## config.mk

```make
export PLATFORM = sky130hd
export DESIGN_NAME = ascan_ctrl
export DESIGN_NICKNAME = d
export VERILOG_FILES = /design/src/verilog/ascan_pkg.sv /design/src/verilog/ascan_sync_edge.sv /design/src/verilog/ascan_timebase.sv /design/src/verilog/ascan_ctrl.sv
export VERILOG_INCLUDE_DIRS = /design/src /design/src/verilog
export SDC_FILE = /design/constraint.sdc
export NUM_CORES = 1
export LEC_CHECK = 0
export BUFFER_PORTS_ARGS = -buffer_cell sky130_fd_sc_hd__buf_2
export CORE_ASPECT_RATIO = 0.6
export CORE_MARGIN = 1
export CORE_UTILIZATION = 45
export DETAILED_ROUTE_END_ITERATION = 8
export PLACE_DENSITY = 0.73
export SLEW_MARGIN = 25
export SYNTH_ARGS = -nofsm -noshare
export SYNTH_HDL_FRONTEND = slang
export SYNTH_SLANG_ARGS = --single-unit
```

## constraint.sdc

```tcl
create_clock -name i_mclk -period 3.48 [get_ports i_mclk]
set_input_delay 0.696 -clock i_mclk [delete_from_list [all_inputs] [get_ports i_mclk]]
set_output_delay 0.696 -clock i_mclk [all_outputs]
set_load 0.05 [all_outputs]
```

## src/verilog/ascan_consts.svh

```systemverilog
// Register offsets, field positions, reset values and clock rates for the scan controller
`ifndef ASCAN_CONSTS_SVH
`define ASCAN_CONSTS_SVH
`define ASCAN_OFF_CTRL 12'h000
`define ASCAN_OFF_SCAN_IVL 12'h004
`define ASCAN_OFF_SAMP_IVL 12'h008
`define ASCAN_OFF_SCANS 12'h00c
`define ASCAN_OFF_DELAY 12'h010
`define ASCAN_OFF_CHAN_EN 12'h014
`define ASCAN_OFF_STATUS 12'h018
`define ASCAN_OFF_CMD 12'h01c
`define ASCAN_CTRL_MODE_BIT 0
`define ASCAN_CTRL_RETRIG_BIT 1
`define ASCAN_CTRL_TSRC_LSB 2
`define ASCAN_CTRL_DSRC_LSB 4
`define ASCAN_CMD_SWTRIG_BIT 0
`define ASCAN_CMD_REARM_BIT 1
`define ASCAN_RST_SCAN_IVL 24'h000320
`define ASCAN_RST_SAMP_IVL 24'h000064
`define ASCAN_RST_SCANS 24'h000001
`define ASCAN_RST_DELAY 16'h0000
`define ASCAN_RST_CHAN_EN 8'h01
`define ASCAN_TIMEBASE_HZ 40000000
`define ASCAN_MCLK_HZ 50000000
`endif

```

## src/verilog/ascan_pkg.sv

```systemverilog
// Types shared by the scan controller files
package ascan_pkg;
	typedef enum logic [1:0] {
		ASCAN_TSRC_SW,
		ASCAN_TSRC_DIG,
		ASCAN_TSRC_ANA,
		ASCAN_TSRC_SYNC
	} ascan_tsrc_e;
	typedef enum logic [1:0] {
		ASCAN_DSRC_TB,
		ASCAN_DSRC_AUX1,
		ASCAN_DSRC_GTC0,
		ASCAN_DSRC_GTC1
	} ascan_dsrc_e;
	typedef logic [23:0] ascan_cnt_t;
endpackage : ascan_pkg

```

## src/verilog/ascan_sync_edge.sv

```systemverilog
// Two-stage synchroniser with rising-edge pulse for one pin input
`timescale 1ns/1ps
module ascan_sync_edge (
	input wire logic i_mclk,
	input wire logic i_nrst,
	input wire logic i_pin,
	output logic o_level,
	output logic o_rise
);
	logic s1_q, s1_d, s2_q, s2_d, s3_q, s3_d;

	// Next values; only s2 reads s1
	always_comb begin
		s1_d = i_pin;
		s2_d = s1_q;
		s3_d = s2_q;
	end

	// Registers
	always_ff @(posedge i_mclk or negedge i_nrst) begin
		if (!i_nrst) begin
			s1_q <= 1'b0;
			s2_q <= 1'b0;
			s3_q <= 1'b0;
		end else begin
			s1_q <= s1_d;
			s2_q <= s2_d;
			s3_q <= s3_d;
		end
	end

	assign o_level = s2_q;
	assign o_rise = s2_q & ~s3_q;
endmodule : ascan_sync_edge

```

## src/verilog/ascan_timebase.sv

```systemverilog
// Fractional divider making 40 MHz timebase enable pulses from the system clock
`timescale 1ns/1ps
`include "ascan_consts.svh"
module ascan_timebase (
	input wire logic i_mclk,
	input wire logic i_nrst,
	output logic o_tick
);
	localparam int unsigned NUM = `ASCAN_TIMEBASE_HZ / 1000000;
	localparam int unsigned DEN = `ASCAN_MCLK_HZ / 1000000;
	logic [7:0] acc_q, acc_d;
	logic tick_q, tick_d;

	// Accumulate 40 per cycle, wrap at 50: four ticks in five cycles
	always_comb begin
		if (acc_q + 8'(NUM) >= 8'(DEN)) begin
			acc_d = acc_q + 8'(NUM) - 8'(DEN);
			tick_d = 1'b1;
		end else begin
			acc_d = acc_q + 8'(NUM);
			tick_d = 1'b0;
		end
	end

	// Registers
	always_ff @(posedge i_mclk or negedge i_nrst) begin
		if (!i_nrst) begin
			acc_q <= 8'h00;
			tick_q <= 1'b0;
		end else begin
			acc_q <= acc_d;
			tick_q <= tick_d;
		end
	end

	assign o_tick = tick_q;
endmodule : ascan_timebase

```

## src/verilog/ascan_ctrl.sv

```systemverilog
// Timed multi-channel scan controller with trigger modes and AXI4-Lite registers
// Overview of operation
// - 24-bit scan interval count spaces scan starts in timebase ticks.
// - 24-bit sample interval count spaces channel samples within a scan.
// - 24-bit count sets scans performed per accepted trigger.
// - 16-bit trigger delay count, in delay clock periods, before first scan.
// - Post-trigger mode scans at once and stops after programmed scans.
// - Delay mode counts delay clock rises down, scans when count hits zero.
// - Each accepted trigger yields enabled channels times scans samples.
// - Delay clock selectable: timebase, aux input 1, timer counter 0 or 1.
// - Retrigger enabled: each later trigger repeats the same burst.
// - Retrigger disabled: one trigger only until rearmed.
// - Triggers during a burst or its delay are ignored.
// - Every converted sample goes into the sample FIFO.
// - Stored samples are 14-bit two's complement.
// - Ascending channel list from enable mask, repeated each scan.
// - Trigger source selectable: software, digital, analog, system sync.
`timescale 1ns/1ps
`include "ascan_consts.svh"
module ascan_ctrl
	import ascan_pkg::*;
#(
	parameter int NCHAN = 8
) (
	input wire logic i_mclk,
	input wire logic i_nrst,
	input wire logic [11:0] s_axi_awaddr,
	input wire logic s_axi_awvalid,
	output logic s_axi_awready,
	input wire logic [31:0] s_axi_wdata,
	input wire logic [3:0] s_axi_wstrb,
	input wire logic s_axi_wvalid,
	output logic s_axi_wready,
	output logic [1:0] s_axi_bresp,
	output logic s_axi_bvalid,
	input wire logic s_axi_bready,
	input wire logic [11:0] s_axi_araddr,
	input wire logic s_axi_arvalid,
	output logic s_axi_arready,
	output logic [31:0] s_axi_rdata,
	output logic [1:0] s_axi_rresp,
	output logic s_axi_rvalid,
	input wire logic s_axi_rready,
	input wire logic i_dig_trig,
	input wire logic i_ana_trig,
	input wire logic i_system_sync_trigger,
	input wire logic i_aux_function_input_1,
	input wire logic i_general_timer_counter_0,
	input wire logic i_general_timer_counter_1,
	output logic o_conv_start,
	output logic [2:0] o_mux_chan,
	input wire logic i_conv_done,
	input wire logic [13:0] i_conv_data,
	output logic o_fifo_wr,
	output logic [13:0] o_fifo_data,
	input wire logic i_fifo_full,
	output logic o_active
);
	typedef enum logic [2:0] {ST_IDLE, ST_DELAY, ST_SAMPLE, ST_WAIT, ST_GAP} ascan_st_e;
	// Pin inputs all pass two flops first; only the rising edges are used
	logic [5:0] pin_rise;
	logic [5:0] pins;
	assign pins = {i_general_timer_counter_1, i_general_timer_counter_0, i_aux_function_input_1,
		i_system_sync_trigger, i_ana_trig, i_dig_trig};
	genvar gi;
	generate
		for (gi = 0; gi < 6; gi++) begin : g_sync
			ascan_sync_edge u_sync (
				.i_mclk(i_mclk),
				.i_nrst(i_nrst),
				.i_pin(pins[gi]),
				.o_level(),
				.o_rise(pin_rise[gi])
			);
		end
	endgenerate
	logic tb_tick;
	ascan_timebase u_tb (
		.i_mclk(i_mclk),
		.i_nrst(i_nrst),
		.o_tick(tb_tick)
	);
	// Configuration registers
	logic mode_q, mode_d, retrig_q, retrig_d;
	logic [1:0] tsrc_q, tsrc_d, dsrc_q, dsrc_d;
	ascan_cnt_t scan_ivl_q, scan_ivl_d, samp_ivl_q, samp_ivl_d, scans_q, scans_d;
	logic [15:0] delay_q, delay_d;
	logic [NCHAN-1:0] chan_en_q, chan_en_d;
	logic swtrig_q, swtrig_d, rearm_q, rearm_d;
	// AXI slave state
	logic awrdy_q, awrdy_d, wrdy_q, wrdy_d, bvalid_q, bvalid_d, arrdy_q, arrdy_d, rvalid_q, rvalid_d;
	logic aw_have_q, aw_have_d, w_have_q, w_have_d;
	logic [11:0] awaddr_q, awaddr_d;
	logic [31:0] wdata_q, wdata_d, rdata_q, rdata_d;
	logic [1:0] bresp_q, bresp_d, rresp_q, rresp_d;
	// Bus slave: address and data taken in either order, response after both
	always_comb begin
		awrdy_d = ~aw_have_q & ~bvalid_q;
		wrdy_d = ~w_have_q & ~bvalid_q;
		aw_have_d = aw_have_q;
		w_have_d = w_have_q;
		awaddr_d = awaddr_q;
		wdata_d = wdata_q;
		bvalid_d = bvalid_q;
		bresp_d = bresp_q;
		mode_d = mode_q;
		retrig_d = retrig_q;
		tsrc_d = tsrc_q;
		dsrc_d = dsrc_q;
		scan_ivl_d = scan_ivl_q;
		samp_ivl_d = samp_ivl_q;
		scans_d = scans_q;
		delay_d = delay_q;
		chan_en_d = chan_en_q;
		swtrig_d = 1'b0;
		rearm_d = 1'b0;
		if (s_axi_awvalid && awrdy_q) begin
			aw_have_d = 1'b1;
			awaddr_d = s_axi_awaddr;
			awrdy_d = 1'b0;
		end
		if (s_axi_wvalid && wrdy_q) begin
			w_have_d = 1'b1;
			wdata_d = s_axi_wdata;
			wrdy_d = 1'b0;
		end
		if (bvalid_q && s_axi_bready) bvalid_d = 1'b0;
		if (aw_have_q && w_have_q && !bvalid_q) begin
			aw_have_d = 1'b0;
			w_have_d = 1'b0;
			bvalid_d = 1'b1;
			bresp_d = 2'b00;
			// Full-word writes only; strobes are ignored
			case (awaddr_q)
				`ASCAN_OFF_CTRL: begin
					mode_d = wdata_q[`ASCAN_CTRL_MODE_BIT];
					retrig_d = wdata_q[`ASCAN_CTRL_RETRIG_BIT];
					tsrc_d = wdata_q[`ASCAN_CTRL_TSRC_LSB +: 2];
					dsrc_d = wdata_q[`ASCAN_CTRL_DSRC_LSB +: 2];
				end
				`ASCAN_OFF_SCAN_IVL: scan_ivl_d = wdata_q[23:0];
				`ASCAN_OFF_SAMP_IVL: samp_ivl_d = wdata_q[23:0];
				`ASCAN_OFF_SCANS: scans_d = wdata_q[23:0];
				`ASCAN_OFF_DELAY: delay_d = wdata_q[15:0];
				`ASCAN_OFF_CHAN_EN: chan_en_d = wdata_q[NCHAN-1:0];
				`ASCAN_OFF_CMD: begin
					swtrig_d = wdata_q[`ASCAN_CMD_SWTRIG_BIT];
					rearm_d = wdata_q[`ASCAN_CMD_REARM_BIT];
				end
				`ASCAN_OFF_STATUS: bresp_d = 2'b00;
				default: bresp_d = 2'b10;
			endcase
		end
	end
	// Scan engine state
	ascan_st_e st_q, st_d;
	ascan_cnt_t ivl_cnt_q, ivl_cnt_d, samp_cnt_q, samp_cnt_d, scan_left_q, scan_left_d;
	logic [15:0] dly_q, dly_d;
	logic [2:0] chan_q, chan_d;
	logic armed_q, armed_d, active_q, active_d, conv_q, conv_d, fwr_q, fwr_d;
	logic [13:0] fdata_q, fdata_d;
	logic ovf_q, ovf_d;
	logic trig_ev, dclk_rise, last_chan;
	logic [2:0] next_chan, first_en;
	// Selected trigger and delay-clock events
	always_comb begin
		case (tsrc_q)
			2'd0: trig_ev = swtrig_q;
			2'd1: trig_ev = pin_rise[0];
			2'd2: trig_ev = pin_rise[1];
			default: trig_ev = pin_rise[2];
		endcase
		case (dsrc_q)
			2'd0: dclk_rise = tb_tick;
			2'd1: dclk_rise = pin_rise[3];
			2'd2: dclk_rise = pin_rise[4];
			default: dclk_rise = pin_rise[5];
		endcase
	end
	// Next enabled channel above the current one, and the lowest enabled one
	always_comb begin
		next_chan = chan_q;
		last_chan = 1'b1;
		first_en = 3'd0;
		for (int k = NCHAN - 1; k >= 0; k--) begin
			if (chan_en_q[k] && 3'(k) > chan_q) begin
				next_chan = 3'(k);
				last_chan = 1'b0;
			end
			if (chan_en_q[k]) first_en = 3'(k);
		end
	end
	// Scan sequencer: delay in delay clock rises, scan interval and sample interval in timebase ticks
	always_comb begin
		st_d = st_q;
		ivl_cnt_d = ivl_cnt_q;
		samp_cnt_d = samp_cnt_q;
		scan_left_d = scan_left_q;
		dly_d = dly_q;
		chan_d = chan_q;
		armed_d = armed_q | rearm_q;
		active_d = active_q;
		conv_d = 1'b0;
		fwr_d = 1'b0;
		fdata_d = fdata_q;
		ovf_d = ovf_q;
		if (tb_tick && st_q != ST_IDLE && st_q != ST_DELAY) begin
			if (ivl_cnt_q != 24'h000000) ivl_cnt_d = ivl_cnt_q - 24'h000001;
			if (samp_cnt_q != 24'h000000) samp_cnt_d = samp_cnt_q - 24'h000001;
		end
		// Conversion result stored straight as two's complement
		if (i_conv_done) begin
			fwr_d = 1'b1;
			fdata_d = i_conv_data;
			ovf_d = ovf_q | i_fifo_full;
		end
		case (st_q)
			ST_IDLE: begin
				// Only armed idle engine accepts triggers
				if (trig_ev && armed_q && chan_en_q != '0 && scans_q != 24'h000000) begin
					// A rearm landing with the trigger keeps the engine armed
					armed_d = retrig_q | rearm_q;
					active_d = 1'b1;
					scan_left_d = scans_q;
					dly_d = delay_q;
					st_d = (mode_q && delay_q != 16'h0000) ? ST_DELAY : ST_SAMPLE;
					chan_d = first_en;
					ivl_cnt_d = scan_ivl_q;
					samp_cnt_d = samp_ivl_q;
				end
			end
			ST_DELAY: begin
				if (dclk_rise) begin
					dly_d = dly_q - 16'h0001;
					if (dly_q == 16'h0001) st_d = ST_SAMPLE;
				end
			end
			ST_SAMPLE: begin
				conv_d = 1'b1;
				samp_cnt_d = samp_ivl_q;
				st_d = ST_WAIT;
			end
			ST_WAIT: begin
				// Finish each conversion before moving on
				if (i_conv_done) begin
					if (!last_chan) begin
						chan_d = next_chan;
						st_d = ST_GAP;
					end else if (scan_left_q == 24'h000001) begin
						active_d = 1'b0;
						st_d = ST_IDLE;
					end else begin
						scan_left_d = scan_left_q - 24'h000001;
						chan_d = first_en;
						st_d = ST_GAP;
					end
				end
			end
			ST_GAP: begin
				// Gate next sample on sample spacing, and scan start on scan interval
				if (samp_cnt_q == 24'h000000 && (chan_q != first_en || ivl_cnt_q == 24'h000000)) begin
					st_d = ST_SAMPLE;
					if (chan_q == first_en) ivl_cnt_d = scan_ivl_q;
				end
			end
			default: st_d = ST_IDLE;
		endcase
	end
	// Read data mux
	always_comb begin
		arrdy_d = ~arrdy_q & ~rvalid_q & s_axi_arvalid;
		rvalid_d = rvalid_q;
		rdata_d = rdata_q;
		rresp_d = rresp_q;
		if (rvalid_q && s_axi_rready) rvalid_d = 1'b0;
		if (s_axi_arvalid && arrdy_q) begin
			rvalid_d = 1'b1;
			rresp_d = 2'b00;
			rdata_d = 32'h00000000;
			case (s_axi_araddr)
				`ASCAN_OFF_CTRL: rdata_d = {26'h0, dsrc_q, tsrc_q, retrig_q, mode_q};
				`ASCAN_OFF_SCAN_IVL: rdata_d = {8'h00, scan_ivl_q};
				`ASCAN_OFF_SAMP_IVL: rdata_d = {8'h00, samp_ivl_q};
				`ASCAN_OFF_SCANS: rdata_d = {8'h00, scans_q};
				`ASCAN_OFF_DELAY: rdata_d = {16'h0000, delay_q};
				`ASCAN_OFF_CHAN_EN: rdata_d = 32'(chan_en_q);
				`ASCAN_OFF_STATUS: rdata_d = {28'h0, ovf_q, armed_q, st_q == ST_DELAY, active_q};
				`ASCAN_OFF_CMD: rdata_d = 32'h00000000;
				default: rresp_d = 2'b10;
			endcase
		end
	end
	// Registers
	always_ff @(posedge i_mclk or negedge i_nrst) begin
		if (!i_nrst) begin
			awrdy_q <= 1'b0; wrdy_q <= 1'b0; bvalid_q <= 1'b0; bresp_q <= 2'b00;
			aw_have_q <= 1'b0; w_have_q <= 1'b0; awaddr_q <= 12'h000; wdata_q <= 32'h0;
			arrdy_q <= 1'b0; rvalid_q <= 1'b0; rdata_q <= 32'h0; rresp_q <= 2'b00;
			mode_q <= 1'b0; retrig_q <= 1'b0; tsrc_q <= 2'b00; dsrc_q <= 2'b00;
			scan_ivl_q <= `ASCAN_RST_SCAN_IVL; samp_ivl_q <= `ASCAN_RST_SAMP_IVL;
			scans_q <= `ASCAN_RST_SCANS; delay_q <= `ASCAN_RST_DELAY;
			chan_en_q <= NCHAN'(`ASCAN_RST_CHAN_EN); swtrig_q <= 1'b0; rearm_q <= 1'b0;
			st_q <= ST_IDLE; ivl_cnt_q <= 24'h0; samp_cnt_q <= 24'h0; scan_left_q <= 24'h0;
			dly_q <= 16'h0; chan_q <= 3'h0; armed_q <= 1'b1; active_q <= 1'b0;
			conv_q <= 1'b0; fwr_q <= 1'b0; fdata_q <= 14'h0; ovf_q <= 1'b0;
		end else begin
			awrdy_q <= awrdy_d; wrdy_q <= wrdy_d; bvalid_q <= bvalid_d; bresp_q <= bresp_d;
			aw_have_q <= aw_have_d; w_have_q <= w_have_d; awaddr_q <= awaddr_d;
			wdata_q <= wdata_d; arrdy_q <= arrdy_d; rvalid_q <= rvalid_d;
			rdata_q <= rdata_d; rresp_q <= rresp_d;
			mode_q <= mode_d; retrig_q <= retrig_d; tsrc_q <= tsrc_d; dsrc_q <= dsrc_d;
			scan_ivl_q <= scan_ivl_d; samp_ivl_q <= samp_ivl_d; scans_q <= scans_d;
			delay_q <= delay_d; chan_en_q <= chan_en_d; swtrig_q <= swtrig_d; rearm_q <= rearm_d;
			st_q <= st_d; ivl_cnt_q <= ivl_cnt_d; samp_cnt_q <= samp_cnt_d;
			scan_left_q <= scan_left_d; dly_q <= dly_d; chan_q <= chan_d;
			armed_q <= armed_d; active_q <= active_d; conv_q <= conv_d;
			fwr_q <= fwr_d; fdata_q <= fdata_d; ovf_q <= ovf_d;
		end
	end
	// Outputs straight from flops
	assign s_axi_awready = awrdy_q;
	assign s_axi_wready = wrdy_q;
	assign s_axi_bvalid = bvalid_q;
	assign s_axi_bresp = bresp_q;
	assign s_axi_arready = arrdy_q;
	assign s_axi_rvalid = rvalid_q;
	assign s_axi_rdata = rdata_q;
	assign s_axi_rresp = rresp_q;
	assign o_conv_start = conv_q;
	assign o_mux_chan = chan_q;
	assign o_fifo_wr = fwr_q;
	assign o_fifo_data = fdata_q;
	assign o_active = active_q;
endmodule : ascan_ctrl

```

==> qor.csv <==
stage;metric;value;unit
outcome;status;completed;
yosys;Seq/Total Area, Yosys;0.524;
pwr;maximum vdd drop;0.428;mV
place;routability cong.;0.915;
sta;final setup vio count;0;
sta;setup_tns;0;ns
sta;final hold vios;0;
global_routing;GRT overflow;0;
sta;Worst Skew;0.0142;ns
floorplanning;Core ar.;0.0325;sq mm
layout;Antenna Cells;0;
floorplanning;die area;0.0339;sq mm
sta;crit path time final;3.10;ns
place;IO buf count;127;
global_routing;pin count of the biggest net entering global routing;74;
critical_path;CP startpoint;ivl_cnt_q[17]$_DFF_PN0_;
yosys;synth top area cells;dfrtp_1, mux2_2, o21ai_0, nand2_1, nor2_1;
clock_network;CTS tree;done;
sta;maximum clock rate;323;MHz
yosys;Yosys reg bits;312;
clock_network;CTS Root Cell;clkbuf_16;
critical_path;Critical Path Start Type;flip-flop;
clock_network;Num CTS Buffers;29;
routing;wire per inst;20.9;microns
layout;Nets;1599;
routing;via count;11500;
critical_path;maximum net fanout on the critical path;24;
place;Placed Area;0.0161;sq mm
clock_network;Clock Tree Buf Depth;3;
global_routing;GRT Overall Usage;0.245;
routing;drt via density;5.90;
yosys;Mapped Cells;1372;
floorplanning;IO Count;150;
critical_path;CP required;3.94;ns
yosys;number of enable flip-flop cells after synthesis;0;
yosys;count leader, synth;dfrtp_1;
sta;Slew headroom;0.422;
floorplanning;Die Y;143;microns
layout;area of the multi-input gates;0.00665;sq mm
critical_path;CP endpoint;ivl_cnt_q[16]$_DFF_PN0_;
global_routing;first-pass GRT wire length;63800;microns
sta;fin crit share;0.891;
clock_network;# hold bufs at CTS;0;
pwr;Power Density;523;mW/mm^2
critical_path;Worst EP arrival;3.56;ns
sta;worst slew pin tran;0.846;ns
yosys;syn avg cell area;10.9;sq um
sta;RSZ-0062 raised after global routing;false;
floorplanning;Die X;237;microns
layout;Sequential Area;0.00782;sq mm
layout;layout cells sized above 1;0.270;
yosys;Post-synth top cells;dfrtp_1, mux2_2, o21ai_0;
pwr;Static Leak;7.89;nW
routing;# DRC;0;
clock_network;worst skew pair latency;0.58;ns
clock_network;# clock sinks;312;
routing;Routed Antenna Nets;0;
routing;initial DRC count;1105;
yosys;Distinct cells, synth;77;
place;hpwl dp;28800;microns
routing;final wirelength;40600;microns
layout;fill cell count;2761;
yosys;biggest area consumer among synthesized cells;dfrtp_1;
critical_path;reg2reg end;ivl_cnt_q[16]$_DFF_PN0_;
yosys;Syn Std Cell Area;0.0149;sq mm
yosys;YS warnings;0;
clock_network;Reg clk slew, reported paths;0.07;ns
yosys;Synth top area share;0.508;
layout;final instance area;0.0172;sq mm
yosys;Post-synth ARST share;1.00;
critical_path;Setup Crit Path Kind;flip-flop to flip-flop;
clock_network;CTS H-tree lvls;1;
global_routing;initial antenna violation count;0;
critical_path;RR Startpoint;ivl_cnt_q[17]$_DFF_PN0_;
floorplanning;initial core utilization;0.458;
sta;Slew Viols, Final;0;
routing;TritonRoute pass-1 iters;6;
yosys;ys flop type;dfrtp_1;
worst_hold_path;HP Class;input port to asynchronous set/reset pin;
critical_path;Worst Reg-to-Reg Cells;7;
clock_network;Post-CTS Setup Inserts;0;
layout;Area Overhead vs Synth;15.4;%
global_routing;vias in the first global route;10900;
clock_network;Post-CTS Resized;0;
run;maxcap violations;0;
critical_path;reg2reg setup slack;0.38;ns
floorplanning;# rows;51;
critical_path;CP endpoint kind;flip-flop;
-- cells in the final DEF, fill, tap and decap left out, types with 6 or more instances in the layout --
master and n:
conb_1 10, or3_1 11, mux2_4 11, a31oi_1 11, a222oi_1 9, or4_1 7, inv_1 40, nand3b_1 7
clkbuf_16 29, buf_2 126, ha_1 12, nand3_1 20, a221oi_1 15, a22oi_1 16, buf_4 29, a22o_1 8
nor2_1 99, o21a_1 6, o22a_1 7, xor2_1 23, o22ai_1 8, nor4_1 32, xnor2_1 30, nand2_1 112
o21ai_0 118, mux2i_1 17, dfstp_2 9, nand2b_1 10, bufinv_16 9, dfrtp_1 303, a32oi_1 7, nor3_1 43
a21oi_1 59, mux2_2 156, nand4_1 7
-- routing by layer --
| metal | track usage | vias up | wire length [microns] |
|---|---|---|---|
| li1 | - | 5238 | - |
| met4 | 0.0577 | 0 | 924 |
| met1 | 0.369 | 5669 | 18500 |
| met2 | 0.350 | 497 | 16800 |
| met5 | 0 | - | 0 |
| met3 | 0.0617 | 67 | 4350 |
-- worst min-delay path by stage --
stage / endpoint / slack (ns)
after detailed placement: g_sync[2].u_sync.o_level$_DFF_PN0_ / 0.33
final: o_fifo_data[11]$_DFFE_PN0P_ / 0.08
after floorplan: g_sync[0].u_sync.o_level$_DFF_PN0_ / 0.33
after global routing: o_fifo_data[7]$_DFFE_PN0P_ / 0.12
after global placement: g_sync[5].u_sync.o_level$_DFF_PN0_ / 0.33
after CTS: o_fifo_data[11]$_DFFE_PN0P_ / 0.10
-- flip-flops by register name (all words and copies together) (netlist names), 7 cells and up --
signal	count
ivl_cnt_q	24
s_axi_rdata	24
samp_cnt_q	24
samp_ivl_q	24
scan_ivl_q	24
scan_left_q	24
scans_q	24
wdata_q	24
delay_q	16
dly_q	16
o_fifo_data	14
awaddr_q	12
chan_en_q	8
u_tb.acc_q	7
-- logic make-up after synthesis --
kind of cell / Yosys count / share of synthesized area
and+or+nand+nor: 388 / 0.129
DFF: 312 / 0.524
AOI/OAI and AO/OA: 309 / 0.132
muxes: 184 / 0.140
buffers and inverters: 113 / 0.0334
xor gates and xnor gates: 53 / 0.0311
adders and majority gates: 12 / 0.0101
other: 1 / 0.000251
-- critical path, stage by stage (launching register included) --
cell and delay (ns):
dfrtp_1 0.42, or4_4 0.59, nor2_4 0.20, nand3_2 0.13, or4_1 0.52, or3_4 0.35
nand2_4 0.36, mux2_2 0.39
-- power by group --
group | switching (mW) | leakage (nW) | internal, mW
Combinational | 0.478 | 3.22 | 0.361
Clock | 1.48 | 0.555 | 2.31
Sequential | 0.452 | 4.12 | 3.93
-- final cells by class --
| cell class | instances | share of cell area |
|---|---|---|
| sequential | 312 | 0.454 |
| clock buffer | 34 | 0.0462 |
| clock inverter | 19 | 0.0199 |
| tap | 424 | 0.0308 |
| timing repair buffer | 159 | 0.0536 |
| inverter | 40 | 0.00872 |
| multi-input combinational | 956 | 0.386 |
-- metrics by stage --
stage	cells	setup WS (ns)	hold slack (ns)	util	total power, mW
after floorplan	1381	0.691	0.331	-	4.80
after global placement	1891	0.444	0.334	0.494	5.22
after detailed placement	1891	0.409	0.335	0.494	5.26
after CTS	1944	0.399	0.104	0.529	9.03
after global routing	1944	0.310	0.124	0.529	9.29
final	1944	0.380	0.0797	0.529	9.00
Power figures use the tool's default switching activity.
